`config.mk`:
```
export PLATFORM = sky130hd
export DESIGN_NAME = idd_regs
export DESIGN_NICKNAME = d
export VERILOG_FILES = /design/src/design/idd_pkg.sv /design/src/design/idd_regs.sv
export SDC_FILE = /design/constraint.sdc
export NUM_CORES = 1
export LEC_CHECK = 0
export BUFFER_PORTS_ARGS = -buffer_cell sky130_fd_sc_hd__buf_4
export CORE_MARGIN = 4
export CORE_UTILIZATION = 49
export DETAILED_ROUTE_END_ITERATION = 12
export HOLD_SLACK_MARGIN = 0.1
export PLACE_DENSITY_LB_ADDON = 0.25
export SLEW_MARGIN = 20
export SYNTH_ARGS = -nofsm -noshare
export SYNTH_HDL_FRONTEND = slang
export SYNTH_SLANG_ARGS = --single-unit
```
`constraint.sdc`:
```
create_clock -name pclk -period 3.1 [get_ports pclk]
set_input_delay 0 -clock pclk [delete_from_list [all_inputs] [get_ports pclk]]
set_output_delay 0 -clock pclk [all_outputs]
set_load 0.005 [all_outputs]
```
`src/design/idd_pkg.sv`:
```
// Package: register map, field layout and reset values of the ID detector register slice
package idd_pkg;
  localparam int unsigned idd_addr_w = 8;
  // Register indices; the bus sees one aligned word each, at four times the index
  localparam logic [5:0] idd_idx_flags = 6'h03;
  localparam logic [5:0] idd_idx_mask = 6'h04;
  localparam logic [5:0] idd_idx_isrc = 6'h06;
  localparam logic [5:0] idd_idx_mode = 6'h10;
  localparam logic [7:0] idd_off_flags = {idd_idx_flags, 2'b00};
  localparam logic [7:0] idd_off_mask = {idd_idx_mask, 2'b00};
  localparam logic [7:0] idd_off_isrc = {idd_idx_isrc, 2'b00};
  localparam logic [7:0] idd_off_mode = {idd_idx_mode, 2'b00};
  localparam int unsigned idd_byte_w = 8;
  localparam int unsigned idd_cur_w = 3;
  localparam int unsigned idd_mode_bit = 0;
  localparam logic [7:0] idd_flags_rst = 8'h00;
  localparam logic [7:0] idd_mask_rst = 8'hff;
  localparam logic [2:0] idd_setting_rst = 3'h3;
  localparam logic [2:0] idd_cur_off = 3'h0;
  localparam logic [2:0] idd_cur_reserved = 3'h7;
  localparam int unsigned idd_mon_lsb = 4;
  localparam int unsigned idd_set_lsb = 0;
  localparam int unsigned idd_num_src = 8;
  localparam int unsigned idd_bit_above = 7;
  localparam int unsigned idd_bit_zc = 6;
  localparam int unsigned idd_bit_eoc = 5;
  localparam int unsigned idd_bit_timer = 4;
  localparam int unsigned idd_bit_acc = 3;
  localparam int unsigned idd_bit_therm = 2;
  localparam int unsigned idd_bit_idov = 1;
  localparam int unsigned idd_bit_enpin = 0;
endpackage

```
`src/design/idd_regs.sv`:
```
// Interrupt flag, mask and current source registers of the ID detector, APB slave
//
// Contract
// - Reading the flag register clears all its bits except those with an event in that cycle, so each read shows events since the last.
// - A flag bit latches 1 on its event while clk_en is high; bit 7 above-threshold down to bit 0 enable-pin change.
// - All eight flag bits reset to 0, meaning no event has occurred.
// - The mask register is read/write, same bit order, 1 masks a source, and resets to all ones.
// - Bits 6:4 of the current source register read back the applied detection current code.
// - Manual mode applies the setting in bits 2:0; auto mode uses it as an upper limit.
//
// The implementer's own choice: register access over APB.
`timescale 1ns/1ps

module idd_regs
  import idd_pkg::*;
(
  input wire logic pclk,
  input wire logic presetn,
  input wire logic clk_en,
  input wire logic psel,
  input wire logic penable,
  input wire logic pwrite,
  input wire logic [idd_addr_w-1:0] paddr,
  input wire logic [31:0] pwdata,
  output logic [31:0] prdata,
  output logic pready,
  output logic pslverr,
  input wire logic input_above_threshold_flag,
  input wire logic zero_crossing_flag,
  input wire logic conversion_done_flag,
  input wire logic timer_period_expired_flag,
  input wire logic accessory_detect_flag,
  input wire logic thermal_shutdown_flag,
  input wire logic id_overvoltage_flag,
  input wire logic enable_pin_change_flag,
  input wire logic [2:0] auto_current_request,
  output logic [2:0] applied_current,
  output logic irq
);

  // ------------------------------------------------------------
  // Bus decode
  // ------------------------------------------------------------
  logic access;
  logic wr;
  logic rd;
  logic hit_flags;
  logic hit_mask;
  logic hit_isrc;
  logic hit_mode;
  logic mapped;

  assign access = psel && penable && clk_en;
  assign wr = access && pwrite;
  assign rd = access && !pwrite;
  assign mapped = hit_flags || hit_mask || hit_isrc || hit_mode;

  // Only the four word-aligned register offsets decode; anything else answers with an error
  always_comb
  begin
    hit_flags = 1'b0;
    hit_mask = 1'b0;
    hit_isrc = 1'b0;
    hit_mode = 1'b0;
    case (paddr)
      idd_off_flags: hit_flags = 1'b1;
      idd_off_mask: hit_mask = 1'b1;
      idd_off_isrc: hit_isrc = 1'b1;
      idd_off_mode: hit_mode = 1'b1;
      default: hit_flags = 1'b0;
    endcase
  end
  // Zero wait states; pready follows clk_en, so a frozen clock enable holds the transfer until the next enabled edge
  assign pready = clk_en;
  assign pslverr = !mapped;

  // ------------------------------------------------------------
  // Flags
  // ------------------------------------------------------------
  logic [7:0] flags;
  logic [7:0] events;
  logic [7:0] mask;
  logic [7:0] wr_byte;
  logic read_clear;
  logic mask_load;

  // ------------------------------------------------------------
  // Write and clear strobes
  // ------------------------------------------------------------
  assign read_clear = rd && hit_flags;
  assign mask_load = wr && hit_mask;
  assign wr_byte = pwdata[idd_byte_w-1:0];

  always_comb
  begin
    events = '0;
    events[idd_bit_above] = input_above_threshold_flag;
    events[idd_bit_zc] = zero_crossing_flag;
    events[idd_bit_eoc] = conversion_done_flag;
    events[idd_bit_timer] = timer_period_expired_flag;
    events[idd_bit_acc] = accessory_detect_flag;
    events[idd_bit_therm] = thermal_shutdown_flag;
    events[idd_bit_idov] = id_overvoltage_flag;
    events[idd_bit_enpin] = enable_pin_change_flag;
  end

  // ------------------------------------------------------------
  // Flag and mask bits, one slice per source
  // ------------------------------------------------------------
  // Event set wins over the read clear so nothing arriving during the read is lost
  genvar gi;
  generate
    for (gi = 0; gi < idd_num_src; gi++)
    begin : g_src
      always_ff @(posedge pclk or negedge presetn)
      begin
        if (!presetn)
        begin
          flags[gi] <= idd_flags_rst[gi];
        end
        else if (clk_en)
        begin
          if (events[gi])
          begin
            flags[gi] <= 1'b1;
          end
          else if (read_clear)
          begin
            flags[gi] <= 1'b0;
          end
        end
      end

      always_ff @(posedge pclk or negedge presetn)
      begin
        if (!presetn)
        begin
          mask[gi] <= idd_mask_rst[gi];
        end
        else if (mask_load)
        begin
          mask[gi] <= wr_byte[gi];
        end
      end
    end
  endgenerate

  // ------------------------------------------------------------
  // Current source setting and mode
  // ------------------------------------------------------------
  logic [2:0] setting;
  logic auto_mode;
  logic setting_load;
  logic mode_load;
  logic [2:0] wr_setting;
  logic wr_mode;
  logic [2:0] clipped_request;
  logic [2:0] next_applied;

  assign setting_load = wr && hit_isrc;
  assign mode_load = wr && hit_mode;
  assign wr_setting = pwdata[idd_set_lsb +: idd_cur_w];
  assign wr_mode = pwdata[idd_mode_bit];

  always_ff @(posedge pclk or negedge presetn)
  begin
    if (!presetn)
    begin
      setting <= idd_setting_rst;
    end
    else if (setting_load)
    begin
      setting <= wr_setting;
    end
  end

  always_ff @(posedge pclk or negedge presetn)
  begin
    if (!presetn)
    begin
      auto_mode <= 1'b0;
    end
    else if (mode_load)
    begin
      auto_mode <= wr_mode;
    end
  end

  // ------------------------------------------------------------
  // Applied current
  // ------------------------------------------------------------
  // Auto requests above the limit are clipped, i.e. the higher steps are skipped
  always_comb
  begin
    if (auto_current_request > setting)
    begin
      clipped_request = setting;
    end
    else
    begin
      clipped_request = auto_current_request;
    end
  end

  // Reserved code never reaches the source; it falls back to off
  always_comb
  begin
    next_applied = setting;
    if (auto_mode)
    begin
      next_applied = clipped_request;
    end
    if (next_applied == idd_cur_reserved)
    begin
      next_applied = idd_cur_off;
    end
  end

  always_ff @(posedge pclk or negedge presetn)
  begin
    if (!presetn)
    begin
      applied_current <= idd_cur_off;
    end
    else if (clk_en)
    begin
      applied_current <= next_applied;
    end
  end

  // ------------------------------------------------------------
  // Read data
  // ------------------------------------------------------------
  logic [31:0] next_rdata;
  logic [7:0] isrc_word;
  logic rd_setup;

  assign rd_setup = clk_en && psel && !penable && !pwrite;

  always_comb
  begin
    isrc_word = '0;
    isrc_word[idd_mon_lsb +: idd_cur_w] = applied_current;
    isrc_word[idd_set_lsb +: idd_cur_w] = setting;
  end

  // Flags are taken at setup together with this cycle's events so none is lost
  always_comb
  begin
    next_rdata = '0;
    unique case (1'b1)
      hit_flags: next_rdata[idd_byte_w-1:0] = flags | events;
      hit_mask: next_rdata[idd_byte_w-1:0] = mask;
      hit_isrc: next_rdata[idd_byte_w-1:0] = isrc_word;
      hit_mode: next_rdata[idd_mode_bit] = auto_mode;
      default: next_rdata = '0;
    endcase
  end

  always_ff @(posedge pclk or negedge presetn)
  begin
    if (!presetn)
    begin
      prdata <= '0;
    end
    else if (rd_setup)
    begin
      prdata <= next_rdata;
    end
  end

  // ------------------------------------------------------------
  // Interrupt
  // ------------------------------------------------------------
  logic [7:0] pending;

  assign pending = flags & ~mask;
  assign irq = |pending;

endmodule

```
==> results of run 1 <==
## registers in the layout, summed over array words and instances (netlist names)
name,flops
mask,8
flags,8
prdata,8
setting,3
applied_current,3
auto_mode,1
## power groups by stage
stage / sequential, W / combinational [W] / clock, W
after floorplan: 0.000421 / 0.0000647 / 0
after global placement: 0.000423 / 0.000101 / 0
after detailed placement: 0.000423 / 0.000102 / 0
after CTS: 0.000416 / 0.000125 / 0.000350
after global routing: 0.000416 / 0.000141 / 0.000365
final: 0.000416 / 0.000126 / 0.000344
## area by class of cell
type	instances	share of cell area, %
Sequential cell	31	31.8
Inverter	14	2.12
Multi-Input combinational cell	140	36.8
Tap cell	48	2.42
Timing Repair Buffer	68	22.8
Clock buffer	8	4.04
## path summary, 6_finish.rpt
check                      startpoint            endpoint  slack [ns]  depth (start not counted)
max                        setting[1]  applied_current[0]        1.09                          6
min                            clk_en  applied_current[1]        0.12                          3
max reg2reg                setting[1]  applied_current[0]        1.09                          6
min reg2reg                 prdata[4]           prdata[4]        0.48                          2
max in group asynchronous     presetn          setting[1]        2.58                          2
min in group asynchronous     presetn           prdata[3]        0.19                          2
## cell families (layout without fill, tap and decap cells)
family                   Yosys count  count (layout)  synth area share, %
AND/OR/NAND/NOR                   58              58                 17.0
buffers and inverters             44              90                 14.4
AO/OA/AOI/OAI                     43              43                 15.9
flip-flops                        31              31                 41.8
multiplexers                      12              12                 8.69
adder cells (fa/ha/maj)            3               3                 1.99
other                              1              24                0.199
## per-stage QoR
step | instance area [um^2] | hold slack [ns] | utilization, %
after floorplan | 1970 | -0.296 | -
after detailed placement | 2160 | -0.0502 | 58.5
after CTS | 2480 | 0.112 | 67.2
final | 2480 | 0.116 | 67.2
after global placement | 2160 | -0.0527 | 58.5
after global routing | 2480 | 0.138 | 67.2
## timing repair
item / CTS / global route
endpoints found under the setup margin: 0 / 0
hold buffers: 22 / 0
gates resized for setup: 0 / 0
endpoints found under the hold margin: 54 / 0
setup buffers: 0 / 0
## layer usage
layer / wire (um) / track usage (%) / up-vias
li1: - / - / 764
met5: 0 / 0 / -
met3: 311 / 4.46 / 8
met2: 2330 / 33.1 / 64
met1: 1910 / 23.5 / 765
met4: 87 / 7.02 / 0
## cells in the final DEF, fill, tap and decap left out, types with 3 or more instances in the layout
cell,netlist,routed
a21oi_1,3,3
a22o_1,8,8
a22oi_1,5,5
buf_4,26,46
clkbuf_8,0,7
conb_1,1,24
dfrtp_1,21,21
dfstp_2,10,10
dlygate4sd3_1,0,22
ha_1,3,3
inv_1,14,14
mux2_2,3,3
mux2_4,8,8
nand2_1,16,16
nand3_1,4,4
nand4_1,3,3
nor2_1,14,14
nor3_1,5,5
o21ai_0,11,11
o22ai_1,6,6
o2bb2ai_1,3,3
## worst reg2reg max path, cell delays in order, from the launching register on
cell and delay [ns]:
dfstp_2 0.55, inv_1 0.08, ha_1 0.29, nor2b_1 0.13
or4_1 0.48, and2_1 0.21, o211ai_1 0.19
==> results_dict.tcl, run 1 <==
set metrics [dict create \
    status "complete, no violations" \
    syn_inst 192 \
    ant_nets 0 \
    p_int_w 0.000678 \
    final.setup.tns_ns 0 \
    swShare_pct 23.5 \
    multi_input_comb_area_um2 912 \
    avgViaCountPerCell 5.18 \
    cts_buffers 5 \
    yosysMostFrequentCell "buf_4" \
    io_buffers 46 \
    n_fill_cell 326 \
    worstSkewPairLatency_ns 0.28 \
    drc_errors 0 \
    p_clk_share_pct 38.8 \
    power_frac_seq_pct 46.9 \
    nets 320 \
    path_clk_slew_ns 0.06 \
    setup_viol 0 \
    first_iter_violations 64 \
    cp-start-kind "register" \
    cts_tree "built" \
    critPathSlowestCell "dfstp_2" \
    slew_violations 0 \
    clockBufferDepth 2 \
    synth_area_mm2 0.00189 \
    stdcell_count 309 \
    power.density_mw_per_mm2 358 \
    fp.coreArea_mm2 0.00369 \
    p_leak_nw 1.24 \
    cp.arrival_ns 2.19 \
    path_buf_inv 1 \
    grt_pass1_wl_um 7510 \
    wirelength_um 4630 \
    rsz0062_at_grt "no" \
    fmax_mhz 498 \
    overflow 0 \
    pre_cts_slack_ns 1.15 \
    comb_power_share_pct 14.3 \
    crit_chain "inv_1 > ha_1 > nor2b_1 > or4_1 > and2_1 > o211ai_1" \
    yosys.area.top_type "dfrtp_1" \
    irDropWorstVdd_mv 0.226 \
    clock_sinks 31 \
    antenna_found_initial 0 \
    place_inst 279 \
    vias 1601 \
    grt_max_degree 32 \
    period_needed_ns 2.01 \
    hpwl_um 3370 \
    skew_ns 0.00537 \
    synthTopCellsByCount "buf_4, dfrtp_1, nand2_1, inv_1, nor2_1" \
    n_antenna_cell 0 \
    required_ns 3.28 \
    ys_top_cells_by_area "dfrtp_1, dfstp_2, buf_4" \
    drive_above_1_share_pct 30.3 \
    slew_headroom_pct 62.5 \
    die_y_um 70.0 \
    area_growth_pct 31.5 \
    grt_pass1_vias 1606 \
    rows 22 \
    die_area_mm2 0.00490 \
    htree_levels 2 \
    synthArstFlopShare_pct 100 \
    die_x_um 70.0 \
    synth-edff-count 0 \
    worst_pin_slew_ns 0.562 \
    grt_usage_pct 19.3 \
    period_share_pct 64.8 \
    netlist-cell-type-count 41 \
    seqCellArea_um2 788 \
    io_pins 95 \
    finalWorstSetupSlack_ns 1.09 \
    synth_top_area_share_pct 27.9 \
    start_util_pct 51.1 \
    gp_congestion 0.771 \
    p_switching_w 0.000208 \
    drtPass1Iterations 4 \
    yosysWarningCount 0 \
    critPathCaptureType "register" \
    power.total_w 0.000886 \
    crit_type "register to register" \
    crit_path_max_incr_delay_ns 0.55 \
    path_max_fanout 4 \
    cp_top_family "simple AND/OR/NAND/NOR gates" \
    synth.avg_cell_area_um2 9.82 \
    min_path_type "input pin to register" \
    cts_root_buf "clkbuf_8" \
    seq_area_frac_synth_pct 41.8 \
    cap_viol_max_count 0 \
    ys_dominant_reg_cell "dfrtp_1" \
    finalHoldViolCount 0 \
    wl_per_cell_um 15.0 \
    ys_seq_elements 31 \
]
No activity file was read; power rests on OpenSTA's default activity.
==> inputs of run 2 (changes only) <==
ABC_AREA = 1   (was unset)
CORE_UTILIZATION = 41   (was 49)
clock period = 1.7 ns   (was 3.1 ns; I/O delays follow)
==> results_dict.tcl, run 2 <==
set metrics [dict create \
    status "complete, no violations" \
    yosysMostFrequentCell "nand2_1" \
    min_path_type "input pin to register" \
    overflow 0 \
    vias 1801 \
    worstSkewPairLatency_ns 0.28 \
    cts_root_buf "clkbuf_8" \
    p_leak_nw 1.32 \
    crit_path_start "setting[1]" \
    seq_area_frac_synth_pct 41.9 \
    die_y_um 75.7 \
    nets 394 \
    fp.coreArea_mm2 0.00438 \
    path_max_fanout 4 \
    path_clk_slew_ns 0.06 \
    ys_dominant_reg_cell "dfrtp_1" \
    mostFrequentLayoutCell "nand2_1" \
    wirelength_um 4670 \
    multi_input_comb_area_um2 926 \
    period_needed_ns 1.62 \
    wl_per_cell_um 12.1 \
    rr_endpoint "applied_current[1]" \
    final_cell_mix "nand2_1, buf_4, dlygate4sd3_1" \
    io_buffers 46 \
    top_regs "flags (8), mask (8), prdata (8)" \
    fmax_mhz 618 \
    drtPass1Iterations 4 \
    cp.arrival_ns 1.79 \
    n_antenna_cell 0 \
    period_share_pct 95.2 \
    required_ns 1.87 \
    area_growth_pct 39.1 \
    antenna_found_initial 0 \
    synth-edff-count 0 \
    htree_levels 2 \
    die_x_um 75.7 \
    clock_sinks 31 \
    yosys.area.top_type "dfrtp_1" \
    synth_top_area_share_pct 27.9 \
    grt_max_degree 32 \
    start_util_pct 42.9 \
    rows 24 \
    grt_usage_pct 17.0 \
    cts_tree "built" \
    clockBufferDepth 2 \
    hpwl_um 3380 \
    irDropWorstVdd_mv 0.341 \
    netlist-cell-type-count 28 \
    skew_ns 0.00656 \
    ant_nets 0 \
    io_pins 95 \
    synthTopCellsByCount "nand2_1, inv_1, buf_4, dfrtp_1" \
    die_area_mm2 0.00574 \
    final.setup.tns_ns 0 \
    yosysWarningCount 0 \
    rrSetupSlack_ns 0.08 \
    synthArstFlopShare_pct 100 \
    ys_top_cells_by_area "dfrtp_1, nand2_1, dfstp_2" \
    setup_viol 0 \
    endpoint "applied_current[1]" \
    synth_area_mm2 0.00188 \
    gp_congestion 0.817 \
    cp-start-kind "register" \
    power.total_w 0.00152 \
    avgViaCountPerCell 4.65 \
    critPathCaptureType "register" \
    grt_pass1_wl_um 7360 \
    finalHoldViolCount 0 \
    n_fill_cell 404 \
    cap_viol_max_count 0 \
    ys_seq_elements 31 \
    rr_worst_depth 9 \
    r2r-start "setting[1]" \
    crit_type "register to register" \
    power.density_mw_per_mm2 579 \
    seqCellArea_um2 788 \
    cts_buffers 5 \
    slew_violations 0 \
    drc_errors 0 \
    grt_pass1_vias 1703 \
    syn_inst 255 \
    synth.avg_cell_area_um2 7.38 \
    drive_above_1_share_pct 26.0 \
    first_iter_violations 72 \
]
## run 2: cell types whose count changed after synthesis, moves of 5 or more
| cell | change |
|---|---|
| a22oi_1 | -5 |
| a22o_1 | -8 |
| nor2_1 | +6 |
| o21ai_0 | +9 |
| mux2_4 | -8 |
| nand3_1 | +10 |
| inv_1 | +12 |
| nand2_1 | +68 |
## run 2: per-layer routing
metal	global-route usage [%]	vias up	part of all wire, %
met5	0	-	0
met4	5.24	0	1.4
met3	3.96	6	5.6
met2	28.9	50	51
met1	21.4	834	42
li1	-	911	-
## run 2: stage by stage
stage	utilization [%]	std cells	setup slack [ns]	hold slack [ns]	cell area (um^2)
after CTS	58.0	385	0.0124	0.126	2540
final	59.7	387	0.0809	0.117	2620
after global placement	49.7	349	0.0370	-0.0494	2180
after floorplan	-	278	0.141	-0.296	1970
after detailed placement	49.7	349	0.0246	-0.0429	2180
after global routing	59.7	387	-0.00200	0.135	2620
## run 2: worst min-delay path by stage
stage               cells after the start  slack (ns)               startpoint            endpoint
floorplan                               0       -0.30                  presetn  applied_current[0]
global placement                        1       -0.05                  presetn           prdata[3]
detailed placement                      1       -0.04                  presetn           prdata[7]
CTS                                     5        0.13                 paddr[6]           auto_mode
global route                            5        0.14  auto_current_request[0]  applied_current[0]
finish                                  5        0.12  auto_current_request[0]  applied_current[0]
## run 2: critical path, stage by stage (launching register included)
cell and delay (ns):
dfstp_2 0.56, inv_2 0.06, ha_4 0.26, nand3_1 0.12, nand2_4 0.12, nand3_1 0.11, nand2_2 0.10, nand3_2 0.08
nand2_1 0.06, nand2_1 0.04
## run 2: kinds of logic (layout without fill, tap and decap cells)
group / count (synthesis) / count (layout) / share of synthesized area, %
AOI/OAI and AO/OA: 34 / 34 / 9.71
adders and majority gates: 3 / 3 / 1.99
buffers and inverters: 56 / 113 / 16.8
DFF: 31 / 31 / 41.9
other: 1 / 24 / 0.199
and+or+nand+nor: 130 / 130 / 29.5
## run 2: layout make-up
| cell class | count | area share (%) |
|---|---|---|
| sequential | 31 | 30.1 |
| clock buffer | 8 | 3.06 |
| inverter | 27 | 3.92 |
| tap | 52 | 2.49 |
| timing repair buffer | 78 | 25.0 |
| multi-input combinational | 191 | 35.4 |
## run 2: power breakdown
| part | total [W] | switching (W) | internal, W |
|---|---|---|---|
| clock network | 0.000551 | 0.000261 | 0.000290 |
| registers | 0.000749 | 0.00000392 | 0.000745 |
| logic | 0.000216 | 0.000101 | 0.000115 |
| total | 0.00152 | 0.000365 | 0.00115 |
## run 2: what timing repair did
| action | CTS | global route |
|---|---|---|
| hold buffers | 28 | 0 |
| endpoints found under the hold margin | 55 | 0 |
| setup buffers | 0 | 2 |
| gates resized for setup | 0 | 16 |
| setup endpoints to repair | 0 | 3 |
==> inputs of run 3 (changes only) <==
--- a/config.mk
+++ b/config.mk
@@ -7,8 +7,8 @@
 export LEC_CHECK = 0
 export ABC_AREA = 1
-export BUFFER_PORTS_ARGS = -buffer_cell sky130_fd_sc_hd__buf_4
 export CORE_MARGIN = 4
-export CORE_UTILIZATION = 41
+export CORE_UTILIZATION = 50
 export DETAILED_ROUTE_END_ITERATION = 12
+export DONT_BUFFER_PORTS = 1
 export HOLD_SLACK_MARGIN = 0.1
 export PLACE_DENSITY_LB_ADDON = 0.25
==> constraint.sdc (replaced) <==
create_clock -name pclk -period 1.7 [get_ports pclk]
set_input_delay 0.085 -clock pclk [delete_from_list [all_inputs] [get_ports pclk]]
set_output_delay 0.085 -clock pclk [all_outputs]
set_load 0.005 [all_outputs]
==> results_dict.tcl, run 3 (same netlist as run 2, synthesis figures left out) <==
set metrics [dict create \
    min_path_type "input pin to register" \
    required_ns 1.88 \
    die_y_um 69.4 \
    avgViaCountPerCell 4.99 \
    grt_usage_pct 21.0 \
    power.total_w 0.00146 \
    wirelength_um 4690 \
    first_iter_violations 150 \
    stdcell_count 344 \
    cp.arrival_ns 1.79 \
    path_max_fanout 4 \
    crit_path_max_incr_delay_ns 0.54 \
    antenna_found_initial 0 \
    gp_congestion 0.802 \
    hpwl_um 3100 \
    slew_violations 0 \
    power.density_mw_per_mm2 629 \
    p_leak_nw 1.10 \
    clockBufferDepth 2 \
    path_clk_slew_ns 0.07 \
    mostFrequentLayoutCell "nand2_1" \
    critPathCaptureType "register" \
    ant_nets 0 \
    vias 1716 \
    clock_sinks 31 \
    skew_ns 0.00530 \
    cts_buffers 5 \
    final_cell_mix "nand2_1, dlygate4sd3_1, inv_1" \
    io_buffers 0 \
    die_x_um 69.4 \
    crit_type "register to register" \
    cts_root_buf "clkbuf_8" \
    drc_errors 0 \
    rows 22 \
    rsz0062_at_grt "yes" \
    drtPass1Iterations 4 \
    drive_above_1_share_pct 10.8 \
    io_pins 95 \
    pre_cts_slack_ns 0.00943 \
    grt_pass1_wl_um 8120 \
    area_growth_pct 23.1 \
    setup_viol 0 \
    crit_chain "inv_2 > ha_4 > nand3_1 > nand2_1 > nand2_2 > nand2_2 > nand2_1 > nand2_1 > nand3_1 > nand2_1 > nand2_1" \
    finalHoldViolCount 0 \
    grt_max_degree 32 \
    holdWs_ns 0.112 \
    n_fill_cell 329 \
    finalWorstSetupSlack_ns 0.0827 \
    n_antenna_cell 0 \
    worstSkewPairLatency_ns 0.29 \
    nets 355 \
    cp-start-kind "register" \
    fp.coreArea_mm2 0.00366 \
    fmax_mhz 618 \
    grt_pass1_vias 1790 \
    cts_tree "built" \
    period_needed_ns 1.62 \
    seqCellArea_um2 788 \
    irDropWorstVdd_mv 0.451 \
    critPathSlowestCell "dfstp_2" \
    post-route-cell-area_mm2 0.00232 \
    die_area_mm2 0.00481 \
    start_util_pct 51.4 \
    place_inst 299 \
    htree_levels 2 \
    placedInstanceArea_mm2 0.00183 \
    top_regs "flags (8), mask (8), prdata (8)" \
    wl_per_cell_um 13.6 \
    status "complete, no violations" \
    overflow 0 \
    crit_path_frequent_cell "nand2_1" \
    period_share_pct 95.1 \
    multi_input_comb_area_um2 888 \
    cap_viol_max_count 0 \
]
run 3: cell count changes in the layout (fill, tap and decap cells not counted), sizes merged:
cell | before | now
buf | 50 | 3
dlygate4sd3 | 28 | 36
clkinv | 1 | 2
clkbuf | 8 | 7
run 3: area by class of cell:
cell class,instances,area share [%]
well taps,48,2.59
repair buffers,39,17.1
flip-flops and latches,31,34.0
clock buffers,7,3.30
multi-input cells,191,38.4
clock inverters,1,0.216
inverters,27,4.43
run 3: repair_timing:
| action | 4_1_cts | 5_1_grt |
|---|---|---|
| hold endpoints to repair | 58 | 0 |
| setup buffers | 0 | 0 |
| setup endpoints to repair | 1 | 6 |
| hold buffers | 39 | 0 |
| resized for setup | 1 | 4 |
run 3: metal layers:
layer	GRT usage (%)	wire length (um)	vias to the layer above
li1	-	-	836
met1	24.3	1860	787
met2	35.3	2270	80
met3	6.23	421	13
met4	10.2	136	0
met5	0	0	-
run 3: final timing paths:
kind / startpoint / to / slack [ns] / cells past startpoint
max in group asynchronous: presetn / mask[7] / 1.21 / 2
hold / removal: auto_current_request[1] / applied_current[1] / 0.11 / 4
min in group asynchronous: presetn / prdata[3] / 0.24 / 2
hold reg to reg: mask[7] / mask[7] / 0.48 / 2
setup reg to reg: setting[1] / applied_current[1] / 0.08 / 11
setup / recovery: setting[1] / applied_current[1] / 0.08 / 11
run 3: through the flow:
stage | TNS, ns | utilization [%]
floorplan | 0 | -
global route | -0.0134 | 63.3
global placement | 0 | 50.0
detailed placement | 0 | 50.0
CTS | 0 | 63.2
finish | 0 | 63.3
run 3: critical path, delay by kind of cell, from the launching register on:
| kind | cells | cell delay (ns) |
|---|---|---|
| and+or+nand+nor | 9 | 0.65 |
| DFF | 1 | 0.54 |
| adders and majority gates | 1 | 0.26 |
| buffers and inverters | 1 | 0.05 |
run 3: where the power goes:
group / internal (W) / total [W] / leakage, nW / switching [W]
sequential: 0.000745 / 0.000749 / 0.355 / 0.00000407
clock: 0.000287 / 0.000559 / 0.0422 / 0.000273
combinational: 0.0000707 / 0.000148 / 0.707 / 0.0000770
total: 0.00110 / 0.00146 / 1.10 / 0.000354
